$ cat config.mk
export PLATFORM = sky130hd
export DESIGN_NAME = i2c_target
export DESIGN_NICKNAME = d
export VERILOG_FILES = /design/src/inc/i2c_tgt_pkg.sv /design/src/verilog/line_sync.sv /design/src/verilog/addr_cmp.sv /design/src/verilog/i2c_target.sv
export SDC_FILE = /design/constraint.sdc
export NUM_CORES = 1
export LEC_CHECK = 0
export BUFFER_PORTS_ARGS = -buffer_cell sky130_fd_sc_hd__buf_2
export CAP_MARGIN = 25
export CORE_MARGIN = 5
export CORE_UTILIZATION = 40
export DETAILED_ROUTE_END_ITERATION = 7
export PLACE_DENSITY = 0.68
export SYNTH_ARGS = -nofsm -noshare
export SYNTH_HDL_FRONTEND = slang
export SYNTH_HIERARCHICAL = 1
export SYNTH_SLANG_ARGS = --single-unit
$ cat constraint.sdc
create_clock -name clk_i -period 3.65 [get_ports clk_i]
set_clock_uncertainty 0.1 [all_clocks]
set_input_delay 0.1825 -clock clk_i [delete_from_list [all_inputs] [get_ports clk_i]]
set_output_delay 0.1825 -clock clk_i [all_outputs]
set_load 0.1 [all_outputs]
$ cat src/inc/i2c_tgt_pkg.sv
// Operation
// - stretch on: hold clock low now if low, else from next fall
// - early mode: transmit request right after rise of direction bit
// - writing one to control clear bit wipes broadcast flag and kind, unless a set comes in the same cycle
// - broadcast flag and kind change only by set, clear, full reset
// - both broadcast enables: compare alternate id to second byte, match flags
// - broadcast address zero with write acked only while broadcast enable set
// - seven-bit mode matches any of four address registers
// - ten-bit mode matches registers zero and one, zero begins 11110
// - ten-bit mode still matches registers two and three as seven-bit
// - target enable low holds every state machine flop in reset except rx_q, which keeps its value
// - broadcast kind 00 none, 01 reset, 10 program, 11 alternate
// - any broadcast sets the flag, which always raises the interrupt
package i2c_tgt_pkg;

	localparam int WB_AW = 8;
	localparam int WB_DW = 32;

	localparam logic [7:0] ADDR_CTRL = 8'h00;
	localparam logic [7:0] ADDR_STAT = 8'h04;
	localparam logic [7:0] ADDR_ALT = 8'h08;
	localparam logic [7:0] ADDR_ID0 = 8'h0c;
	localparam logic [7:0] ADDR_ID1 = 8'h10;
	localparam logic [7:0] ADDR_ID2 = 8'h14;
	localparam logic [7:0] ADDR_ID3 = 8'h18;
	localparam logic [7:0] ADDR_ISTS = 8'h1c;
	localparam logic [7:0] ADDR_IMSK = 8'h20;
	localparam logic [7:0] ADDR_RXD = 8'h24;
	localparam logic [7:0] ADDR_TXD = 8'h28;

	// control bit positions
	localparam int CTL_EN = 0;
	localparam int CTL_TEN = 1;
	localparam int CTL_GC = 2;
	localparam int CTL_HGC = 3;
	localparam int CTL_GCCLR = 4;
	localparam int CTL_EARLY = 5;
	localparam int CTL_STRETCH = 6;
	localparam logic [15:0] CTRL_RST = 16'h0000;

	// status bit positions
	localparam int STAT_IDX = 0;
	localparam int STAT_BUSY = 6;
	localparam int STAT_FLAG = 7;
	localparam int STAT_KIND = 8;

	// event bits, shared by sticky status and mask
	localparam int EV_MATCH = 0;
	localparam int EV_RX = 1;
	localparam int EV_TX = 2;
	localparam int EV_STOP = 3;
	localparam int EV_N = 4;

	localparam logic [7:0] REG8_RST = 8'h00;
	localparam logic [7:0] BC_ADDR = 8'h00;
	localparam logic [7:0] BC_RESET_PROG = 8'h06;
	localparam logic [7:0] BC_PROG = 8'h04;
	localparam logic [4:0] TEN_HDR = 5'h1e;
	localparam logic [3:0] LAST_BIT = 4'h7;
	localparam logic [3:0] DATA_BITS = 4'h8;

	typedef enum logic [1:0] {
		KIND_NONE = 2'b00,
		KIND_RESET_PROG = 2'b01,
		KIND_PROG = 2'b10,
		KIND_ALT = 2'b11
	} bc_kind_t;

	typedef enum logic [3:0] {
		ST_IDLE = 4'b0000,
		ST_ADDR = 4'b0001,
		ST_ADDR2 = 4'b0010,
		ST_RX = 4'b0011,
		ST_ACK = 4'b0100,
		ST_TX = 4'b0101,
		ST_ACK_TX = 4'b0110
	} state_t;

endpackage

$ cat src/verilog/line_sync.sv
`timescale 1ns/1ns
`default_nettype none
module line_sync (
	input wire logic clk_i,
	input wire logic rst_i,
	input wire logic line_i,
	output logic level_o,
	output logic rise_o,
	output logic fall_o
);
	logic meta_q;
	logic sync_q;
	logic prev_q;

	// first stage feeds only the second; idle bus is high
	always_ff @(posedge clk_i) begin
		if (rst_i) begin
			meta_q <= 1'b1;
			sync_q <= 1'b1;
			prev_q <= 1'b1;
		end else begin
			meta_q <= line_i;
			sync_q <= meta_q;
			prev_q <= sync_q;
		end
	end

	assign level_o = sync_q;
	assign rise_o = sync_q & ~prev_q;
	assign fall_o = ~sync_q & prev_q;
endmodule
`default_nettype wire

$ cat src/verilog/addr_cmp.sv
`timescale 1ns/1ns
`default_nettype none
module addr_cmp (
	input wire logic en_i,
	input wire logic [7:0] byte_i,
	input wire logic [7:0] id_i,
	output logic hit_o
);
	// address sits in bits 7:1, bit 0 is the direction
	assign hit_o = en_i & (byte_i[7:1] == id_i[7:1]);
endmodule
`default_nettype wire

$ cat src/verilog/i2c_target.sv
// Our own choices: the Wishbone interface to the registers and the register offsets.
`timescale 1ns/1ns
`default_nettype none
module i2c_target (
	input wire logic clk_i,
	input wire logic rst_i,
	input wire logic wb_cyc_i,
	input wire logic wb_stb_i,
	input wire logic wb_we_i,
	input wire logic [i2c_tgt_pkg::WB_AW-1:0] wb_adr_i,
	input wire logic [3:0] wb_sel_i,
	input wire logic [i2c_tgt_pkg::WB_DW-1:0] wb_dat_i,
	output logic [i2c_tgt_pkg::WB_DW-1:0] wb_dat_o,
	output logic wb_ack_o,
	output logic irq_o,
	input wire logic scl_i,
	output logic scl_o,
	output logic scl_oe_o,
	input wire logic sda_i,
	output logic sda_o,
	output logic sda_oe_o
);
	import i2c_tgt_pkg::*;

	logic wb_ack_q;
	logic [WB_DW-1:0] wb_dat_q;
	logic irq_q;
	logic scl_oe_q;
	logic sda_oe_q;
	logic line_lo_q;

	logic [15:0] ctrl_q;
	logic [7:0] alt_q;
	logic [3:0][7:0] id_q;
	logic [EV_N-1:0] ev_sts_q;
	logic [EV_N-1:0] ev_mask_q;
	logic [7:0] rx_q;
	logic [7:0] tx_q;
	logic bc_flag_q;
	logic [1:0] bc_kind_q;

	state_t st_q;
	state_t nxt_q;
	logic [3:0] cnt_q;
	logic [7:0] sh_q;
	logic [7:0] tx_sh_q;
	logic [3:0] hit_q;
	logic gc_hit_q;
	logic ten1_q;
	logic ten2_q;
	logic ten_done_q;
	logic gc_pend_q;
	logic matched_q;
	logic [1:0] idx_q;
	logic mack_q;
	logic [EV_N-1:0] ev_set_q;
	logic bc_set_q;
	logic [1:0] bc_set_kind_q;

	logic req;
	logic wr;
	logic gc_clr;
	logic fsm_rst;
	logic [WB_DW-1:0] rd_d;
	logic scl_lvl;
	logic scl_rise;
	logic scl_fall;
	logic sda_lvl;
	logic sda_rise;
	logic sda_fall;
	logic start_det;
	logic stop_det;
	logic [7:0] nb;
	logic [3:0] sev_hit;
	logic [1:0] sev_idx;
	logic early;

	assign wb_ack_o = wb_ack_q;
	assign wb_dat_o = wb_dat_q;
	assign irq_o = irq_q;
	assign scl_oe_o = scl_oe_q;
	assign sda_oe_o = sda_oe_q;
	assign scl_o = line_lo_q;
	assign sda_o = line_lo_q;

	// ---------------- wishbone slave, one wait-free ack per request
	assign req = wb_cyc_i & wb_stb_i & ~wb_ack_q;
	assign wr = req & wb_we_i;
	assign gc_clr = wr & (wb_adr_i == ADDR_CTRL) & wb_sel_i[0]
		& wb_dat_i[CTL_GCCLR];

	always_ff @(posedge clk_i) begin
		if (rst_i) begin
			wb_ack_q <= 1'b0;
		end else begin
			wb_ack_q <= req;
		end
	end

	always_comb begin
		rd_d = '0;
		case (wb_adr_i)
			ADDR_CTRL: rd_d[15:0] = ctrl_q;
			ADDR_STAT: begin
				rd_d[STAT_IDX+1:STAT_IDX] = idx_q;
				rd_d[STAT_BUSY] = (st_q != ST_IDLE);
				rd_d[STAT_FLAG] = bc_flag_q;
				rd_d[STAT_KIND+1:STAT_KIND] = bc_kind_q;
			end
			ADDR_ALT: rd_d[7:0] = alt_q;
			ADDR_ID0: rd_d[7:0] = id_q[0];
			ADDR_ID1: rd_d[7:0] = id_q[1];
			ADDR_ID2: rd_d[7:0] = id_q[2];
			ADDR_ID3: rd_d[7:0] = id_q[3];
			ADDR_ISTS: rd_d[EV_N-1:0] = ev_sts_q;
			ADDR_IMSK: rd_d[EV_N-1:0] = ev_mask_q;
			ADDR_RXD: rd_d[7:0] = rx_q;
			ADDR_TXD: rd_d[7:0] = tx_q;
			default: rd_d = '0;
		endcase
	end

	always_ff @(posedge clk_i) begin
		if (rst_i) begin
			wb_dat_q <= '0;
		end else if (req & ~wb_we_i) begin
			wb_dat_q <= rd_d;
		end
	end

	// clear bit is a strobe, so it never lands in storage
	always_ff @(posedge clk_i) begin
		if (rst_i) begin
			ctrl_q <= CTRL_RST;
		end else if (wr & (wb_adr_i == ADDR_CTRL)) begin
			if (wb_sel_i[0]) begin
				ctrl_q[7:0] <= wb_dat_i[7:0] & ~(8'h01 << CTL_GCCLR);
			end
			if (wb_sel_i[1]) begin
				ctrl_q[15:8] <= wb_dat_i[15:8];
			end
		end
	end

	// alternate id bit 0 is trusted to be one by software
	always_ff @(posedge clk_i) begin
		if (rst_i) begin
			alt_q <= REG8_RST;
			id_q <= '0;
			tx_q <= REG8_RST;
			ev_mask_q <= '0;
		end else if (wr & wb_sel_i[0]) begin
			case (wb_adr_i)
				ADDR_ALT: alt_q <= wb_dat_i[7:0];
				ADDR_ID0: id_q[0] <= wb_dat_i[7:0];
				ADDR_ID1: id_q[1] <= wb_dat_i[7:0];
				ADDR_ID2: id_q[2] <= wb_dat_i[7:0];
				ADDR_ID3: id_q[3] <= wb_dat_i[7:0];
				ADDR_TXD: tx_q <= wb_dat_i[7:0];
				ADDR_IMSK: ev_mask_q <= wb_dat_i[EV_N-1:0];
				default: ;
			endcase
		end
	end

	// ---------------- events and interrupt
	always_ff @(posedge clk_i) begin
		if (rst_i) begin
			ev_sts_q <= '0;
		end else if (wr & wb_sel_i[0] & (wb_adr_i == ADDR_ISTS)) begin
			ev_sts_q <= (ev_sts_q & ~wb_dat_i[EV_N-1:0]) | ev_set_q;
		end else begin
			ev_sts_q <= ev_sts_q | ev_set_q;
		end
	end

	// only a full reset reaches these, not the enable bit
	always_ff @(posedge clk_i) begin
		if (rst_i) begin
			bc_flag_q <= 1'b0;
			bc_kind_q <= KIND_NONE;
		end else if (bc_set_q) begin
			bc_flag_q <= 1'b1;
			bc_kind_q <= bc_set_kind_q;
		end else if (gc_clr) begin
			bc_flag_q <= 1'b0;
			bc_kind_q <= KIND_NONE;
		end
	end

	always_ff @(posedge clk_i) begin
		if (rst_i) begin
			irq_q <= 1'b0;
		end else begin
			irq_q <= (|(ev_sts_q & ev_mask_q)) | bc_flag_q;
		end
	end

	// ---------------- bus lines
	line_sync u_scl (
		.clk_i(clk_i),
		.rst_i(rst_i),
		.line_i(scl_i),
		.level_o(scl_lvl),
		.rise_o(scl_rise),
		.fall_o(scl_fall)
	);

	line_sync u_sda (
		.clk_i(clk_i),
		.rst_i(rst_i),
		.line_i(sda_i),
		.level_o(sda_lvl),
		.rise_o(sda_rise),
		.fall_o(sda_fall)
	);

	assign start_det = sda_fall & scl_lvl;
	assign stop_det = sda_rise & scl_lvl;
	assign fsm_rst = rst_i | ~ctrl_q[CTL_EN];
	assign early = ctrl_q[CTL_EARLY];
	assign nb = {sh_q[6:0], sda_lvl};

	always_ff @(posedge clk_i) begin
		if (rst_i) begin
			line_lo_q <= 1'b0;
		end else begin
			line_lo_q <= 1'b0;
		end
	end

	// the sampled level lags the pin, so a low clock is caught a few
	// cycles after it falls; from then it is held low until stretch or the enable bit is cleared
	always_ff @(posedge clk_i) begin
		if (fsm_rst) begin
			scl_oe_q <= 1'b0;
		end else if (!ctrl_q[CTL_STRETCH]) begin
			scl_oe_q <= 1'b0;
		end else if (!scl_lvl) begin
			scl_oe_q <= 1'b1;
		end
	end

	// ---------------- address compare
	genvar gi;
	generate
		for (gi = 0; gi < 4; gi++) begin : g_cmp
			addr_cmp u_cmp (
				.en_i(~ctrl_q[CTL_TEN] | (gi >= 2)),
				.byte_i(nb),
				.id_i(id_q[gi]),
				.hit_o(sev_hit[gi])
			);
		end
	endgenerate

	always_comb begin
		sev_idx = 2'b00;
		if (hit_q[3]) sev_idx = 2'b11;
		if (hit_q[2]) sev_idx = 2'b10;
		if (hit_q[1]) sev_idx = 2'b01;
		if (hit_q[0]) sev_idx = 2'b00;
	end

	// ---------------- target state machine
	always_ff @(posedge clk_i) begin
		if (fsm_rst) begin
			st_q <= ST_IDLE;
			nxt_q <= ST_IDLE;
			cnt_q <= '0;
			sh_q <= '0;
			tx_sh_q <= '0;
			sda_oe_q <= 1'b0;
			hit_q <= '0;
			gc_hit_q <= 1'b0;
			ten1_q <= 1'b0;
			ten2_q <= 1'b0;
			ten_done_q <= 1'b0;
			gc_pend_q <= 1'b0;
			matched_q <= 1'b0;
			idx_q <= 2'b00;
			mack_q <= 1'b0;
			ev_set_q <= '0;
			bc_set_q <= 1'b0;
			bc_set_kind_q <= KIND_NONE;
		end else begin
			ev_set_q <= '0;
			bc_set_q <= 1'b0;
			if (stop_det) begin
				ev_set_q[EV_STOP] <= matched_q;
				st_q <= ST_IDLE;
				sda_oe_q <= 1'b0;
				matched_q <= 1'b0;
				ten_done_q <= 1'b0;
				gc_pend_q <= 1'b0;
			end else if (start_det) begin
				st_q <= ST_ADDR;
				cnt_q <= '0;
				sda_oe_q <= 1'b0;
				gc_pend_q <= 1'b0;
			end else begin
				case (st_q)
					ST_IDLE: ;
					ST_ADDR, ST_ADDR2, ST_RX: begin
						if (scl_rise) begin
							sh_q <= nb;
							cnt_q <= cnt_q + 4'h1;
							if (cnt_q == LAST_BIT && st_q == ST_ADDR) begin
								hit_q <= sev_hit;
								gc_hit_q <= ctrl_q[CTL_GC] & (nb == BC_ADDR);
								ten1_q <= ctrl_q[CTL_TEN]
									& (nb[7:3] == TEN_HDR)
									& (nb[7:1] == id_q[0][7:1]);
								if (early & nb[0] & ((|sev_hit)
									| (ctrl_q[CTL_TEN] & ten_done_q
									& (nb[7:1] == id_q[0][7:1]))))
									ev_set_q[EV_TX] <= 1'b1;
							end
							if (cnt_q == LAST_BIT && st_q == ST_ADDR2)
								ten2_q <= (nb == id_q[1]);
						end else if (scl_fall && cnt_q == DATA_BITS) begin
							cnt_q <= '0;
							st_q <= ST_ACK;
							sda_oe_q <= 1'b0;
							if (st_q == ST_ADDR) begin
								if (gc_hit_q) begin
									sda_oe_q <= 1'b1;
									nxt_q <= ST_RX;
									gc_pend_q <= 1'b1;
								end else if (|hit_q) begin
									sda_oe_q <= 1'b1;
									nxt_q <= sh_q[0] ? ST_TX : ST_RX;
									matched_q <= 1'b1;
									idx_q <= sev_idx;
									ev_set_q[EV_MATCH] <= 1'b1;
								end else if (ten1_q & ~sh_q[0]) begin
									sda_oe_q <= 1'b1;
									nxt_q <= ST_ADDR2;
								end else if (ten1_q & ten_done_q) begin
									sda_oe_q <= 1'b1;
									nxt_q <= ST_TX;
									ev_set_q[EV_MATCH] <= 1'b1;
								end else begin
									st_q <= ST_IDLE;
								end
							end else if (st_q == ST_ADDR2) begin
								if (ten2_q) begin
									sda_oe_q <= 1'b1;
									nxt_q <= ST_RX;
									ten_done_q <= 1'b1;
									matched_q <= 1'b1;
									idx_q <= 2'b00;
									ev_set_q[EV_MATCH] <= 1'b1;
								end else begin
									st_q <= ST_IDLE;
								end
							end else begin
								sda_oe_q <= 1'b1;
								nxt_q <= ST_RX;
								rx_q <= sh_q;
								ev_set_q[EV_RX] <= 1'b1;
								if (gc_pend_q) begin
									gc_pend_q <= 1'b0;
									bc_set_q <= 1'b1;
									if (ctrl_q[CTL_HGC] & ctrl_q[CTL_GC]
										& (sh_q == alt_q))
										bc_set_kind_q <= KIND_ALT;
									else if (sh_q == BC_RESET_PROG)
										bc_set_kind_q <= KIND_RESET_PROG;
									else if (sh_q == BC_PROG)
										bc_set_kind_q <= KIND_PROG;
									else
										bc_set_kind_q <= KIND_NONE;
								end
							end
						end
					end
					ST_ACK: begin
						if (scl_fall) begin
							st_q <= nxt_q;
							sda_oe_q <= 1'b0;
							if (nxt_q == ST_TX) begin
								tx_sh_q <= tx_q;
								sda_oe_q <= ~tx_q[7];
								if (!early)
									ev_set_q[EV_TX] <= 1'b1;
							end
						end
					end
					ST_TX: begin
						if (scl_rise) begin
							cnt_q <= cnt_q + 4'h1;
						end else if (scl_fall) begin
							if (cnt_q == DATA_BITS) begin
								cnt_q <= '0;
								sda_oe_q <= 1'b0;
								st_q <= ST_ACK_TX;
							end else begin
								tx_sh_q <= {tx_sh_q[6:0], 1'b0};
								sda_oe_q <= ~tx_sh_q[6];
							end
						end
					end
					ST_ACK_TX: begin
						if (scl_rise) begin
							mack_q <= ~sda_lvl;
						end else if (scl_fall) begin
							if (mack_q) begin
								tx_sh_q <= tx_q;
								sda_oe_q <= ~tx_q[7];
								st_q <= ST_TX;
								ev_set_q[EV_TX] <= 1'b1;
							end else begin
								st_q <= ST_IDLE;
							end
						end
					end
					default: st_q <= ST_IDLE;
				endcase
			end
		end
	end

endmodule
`default_nettype wire

==> flow_summary.json <==
{
  "status": "finished, final reports clean",
  "hold_depth": 3,
  "grt_pass1_vias": 6361,
  "yosysWarnings": 6,
  "critPathKind": "reg -> reg",
  "nNetsFinal": 997,
  "worst_pin_slew_ps": 1050,
  "area_growth_pct": 13.7,
  "crit_required_ps": 3860,
  "seq_area_frac_synth": 0.402,
  "final_hold_viol_count": 0,
  "p_comb_frac": 0.067,
  "cts_sinks": 153,
  "gpl.final_weighted_congestion": 0.986,
  "synth_ff_type": "dfxtp_1",
  "vias_per_cell": 5.72,
  "syn_area_mm2": 0.00781,
  "rr_startpoint": "u_scl/level_o",
  "clk_latency_ps": 430,
  "whs_ps": 23.7,
  "die-area_mm2": 0.0224,
  "grt_max_degree": 97,
  "synth_edf_count": 8,
  "avgSynthCellArea_um2": 8.63,
  "max-vdd-ir-drop_mv": 0.267,
  "antenna_found_initial": 0,
  "yosysUniqueCellTypes": 73,
  "grt_overflow": 0,
  "io_pins": 89,
  "post_cts_buffers": 0,
  "yosysTopAreaCell": "dfxtp_1",
  "leakage_nw": 3.29,
  "route.detailed.drc": 0,
  "synth.most_common_cell": "dfxtp_1",
  "fillers": 1878,
  "die_x_um": 150,
  "max-cap-violations": 0,
  "synthTopCellsByCount": "dfxtp_1, nor2_1, nand2_1",
  "setup_viol_count_final": 0,
  "clock.fmax_mhz": 394,
  "seqPwrFrac": 0.463,
  "internal-power_w": 0.00272,
  "ys_ff_latch": 153,
  "min_to": "tx_q[7]",
  "grt_pass1_wl_um": 35800,
  "hp-class": "in -> reg",
  "final_util": 0.459,
  "track_usage": 0.207,
  "wire_per_inst_um": 19.1,
  "synth.area.top_cells": "dfxtp_1, mux2i_1, xnor2_1",
  "cts_max_level": 4,
  "fin_tns_setup_ps": 0,
  "cts_tree": "done",
  "clk_pin_slew_ps": 70,
  "rsz0062_at_grt": "false",
  "r2r_slack_ps": 1120,
  "dr_total_vias": 6995,
  "total_power_w": 0.00365,
  "final_cells": 1222,
  "maxSlewViolCount": 0,
  "power_density_mw_per_mm2": 411,
  "crit_path_end_kind": "flip-flop",
  "die_y_um": 150,
  "rows": 51,
  "switching_share": 0.255,
  "fp.coreArea_mm2": 0.0193,
  "r2r_end": "ten2_q",
  "async_reset_ff_frac": 0,
  "drive_above_1_share": 0.130,
  "rr_worst_depth": 6,
  "io_buffers": 52,
  "p_clk_frac": 0.470,
  "cts_root_buf": "clkbuf_16",
  "cts.path.max_buffers": 2,
  "critPathLaunchType": "flip-flop",
  "period_share": 0.695,
  "dp_cells": 1175,
  "netlist_instances": 905,
  "arrival_ps": 2740,
  "wl_um": 23300,
  "start_util": 0.404,
  "cts_buffers": 17,
  "period_minus_slack_ps": 2530,
  "antenna_left": 0,
  "relSlewSlack": 0.303,
  "dp_hpwl_um": 16100,
  "diodes": 0,
  "hp-start": "wb_dat_i[7]",
  "netlist.area_leader.share": 0.372,
  "crit_fanout": 14,
  "drt_iter0_markers": 877,
  "p_switching_w": 0.000931,
  "drtPass1Iterations": 5
}
layer usage:
| layer | global-route usage | vias to the layer above | part of all wire |
|---|---|---|---|
| met2 | 0.310 | 366 | 0.44 |
| met5 | 0 | - | 0 |
| li1 | - | 3274 | - |
| met3 | 0.0560 | 69 | 0.10 |
| met1 | 0.280 | 3286 | 0.42 |
| met4 | 0.0906 | 0 | 0.039 |
sequential cells by signal, summed over array words and instances, names as in the netlist, 2 cells and up:
register,flops
ctrl_q,15
id_q,32
hit_q,4
tx_q,8
idx_q,2
tx_sh_q,7
ev_sts_q,4
wb_dat_o,16
ev_set_q,4
ev_mask_q,4
bc_set_kind_q,2
nxt_q,3
st_q,3
alt_q,8
rx_q,8
cnt_q,4
bc_kind_q,2
sh_q,8
repair_timing:
action	in CTS	in global routing
gates resized for setup	0	0
hold buffers	15	0
hold endpoints to repair	13	0
layout make-up:
class,count,area (µm²),area share
Timing Repair Buffer,78,495,0.0558
Sequential cell,153,3140,0.354
Clock inverter,13,118,0.0132
Tap cell,265,332,0.0373
Clock buffer,19,454,0.0511
Inverter,13,48.8,0.00549
Multi-Input combinational cell,681,4290,0.483
through the flow:
| step | setup WS [ps] | instance area [µm²] |
|---|---|---|
| floorplan | 1400 | 7880 |
| finish | 1120 | 8880 |
| global placement | 1050 | 8160 |
| detailed placement | 1020 | 8160 |
| CTS | 1140 | 8880 |
| global route | 889 | 8880 |
worst max-delay path: stages (launching register included):
cell     delay [ps]
dfxtp_1         450
nor2b_1         790
nand4_1         180
buf_4           250
nor4_1          360
mux2i_1         230
nor2_1           50
cells in the final DEF, fill, tap and decap left out, drive strengths merged, types with 13 or more instances in the layout:
cell type and n:
conb 20, nor2 105, a21oi 66, a22oi 19, inv 16, nand4 24, mux2i 63, xnor2 51
nand2 99, nand3 39, dlygate4sd3 15, o21ai 23, buf 63, dfxtp 145, clkbuf 19, nor2b 13
power by group through the flow:
| stage | sequential, W | clock [W] | combinational, W |
|---|---|---|---|
| floorplan | 0.00174 | 0 | 0.000177 |
| global placement | 0.00173 | 0 | 0.000228 |
| detailed placement | 0.00173 | 0 | 0.000230 |
| CTS | 0.00169 | 0.00173 | 0.000242 |
| global route | 0.00169 | 0.00181 | 0.000257 |
| finish | 0.00169 | 0.00171 | 0.000246 |
worst max path at each step:
stage | start | to | slack [ps] | depth (start not counted)
floorplan | wb_ack_o | id_q[0] | 1400 | 6
global placement | wb_adr_i[3] | ctrl_q[14] | 1050 | 6
detailed placement | wb_adr_i[3] | ctrl_q[14] | 1020 | 6
CTS | u_scl/level_o | ten2_q | 1140 | 6
global route | st_q[0] | tx_sh_q[3] | 890 | 5
finish | u_scl/level_o | ten2_q | 1120 | 6
cells by family after synthesis:
logic type / Yosys count / synth area share
AOI/OAI and AO/OA: 182 / 0.156
xor gates and xnor gates: 51 / 0.0572
adders and majority gates: 3 / 0.00449
buffers and inverters: 89 / 0.0574
DFF: 153 / 0.402
muxes: 72 / 0.0952
other: 2 / 0.000962
and+or+nand+nor: 353 / 0.227
(Power assumes the default switching activity.)
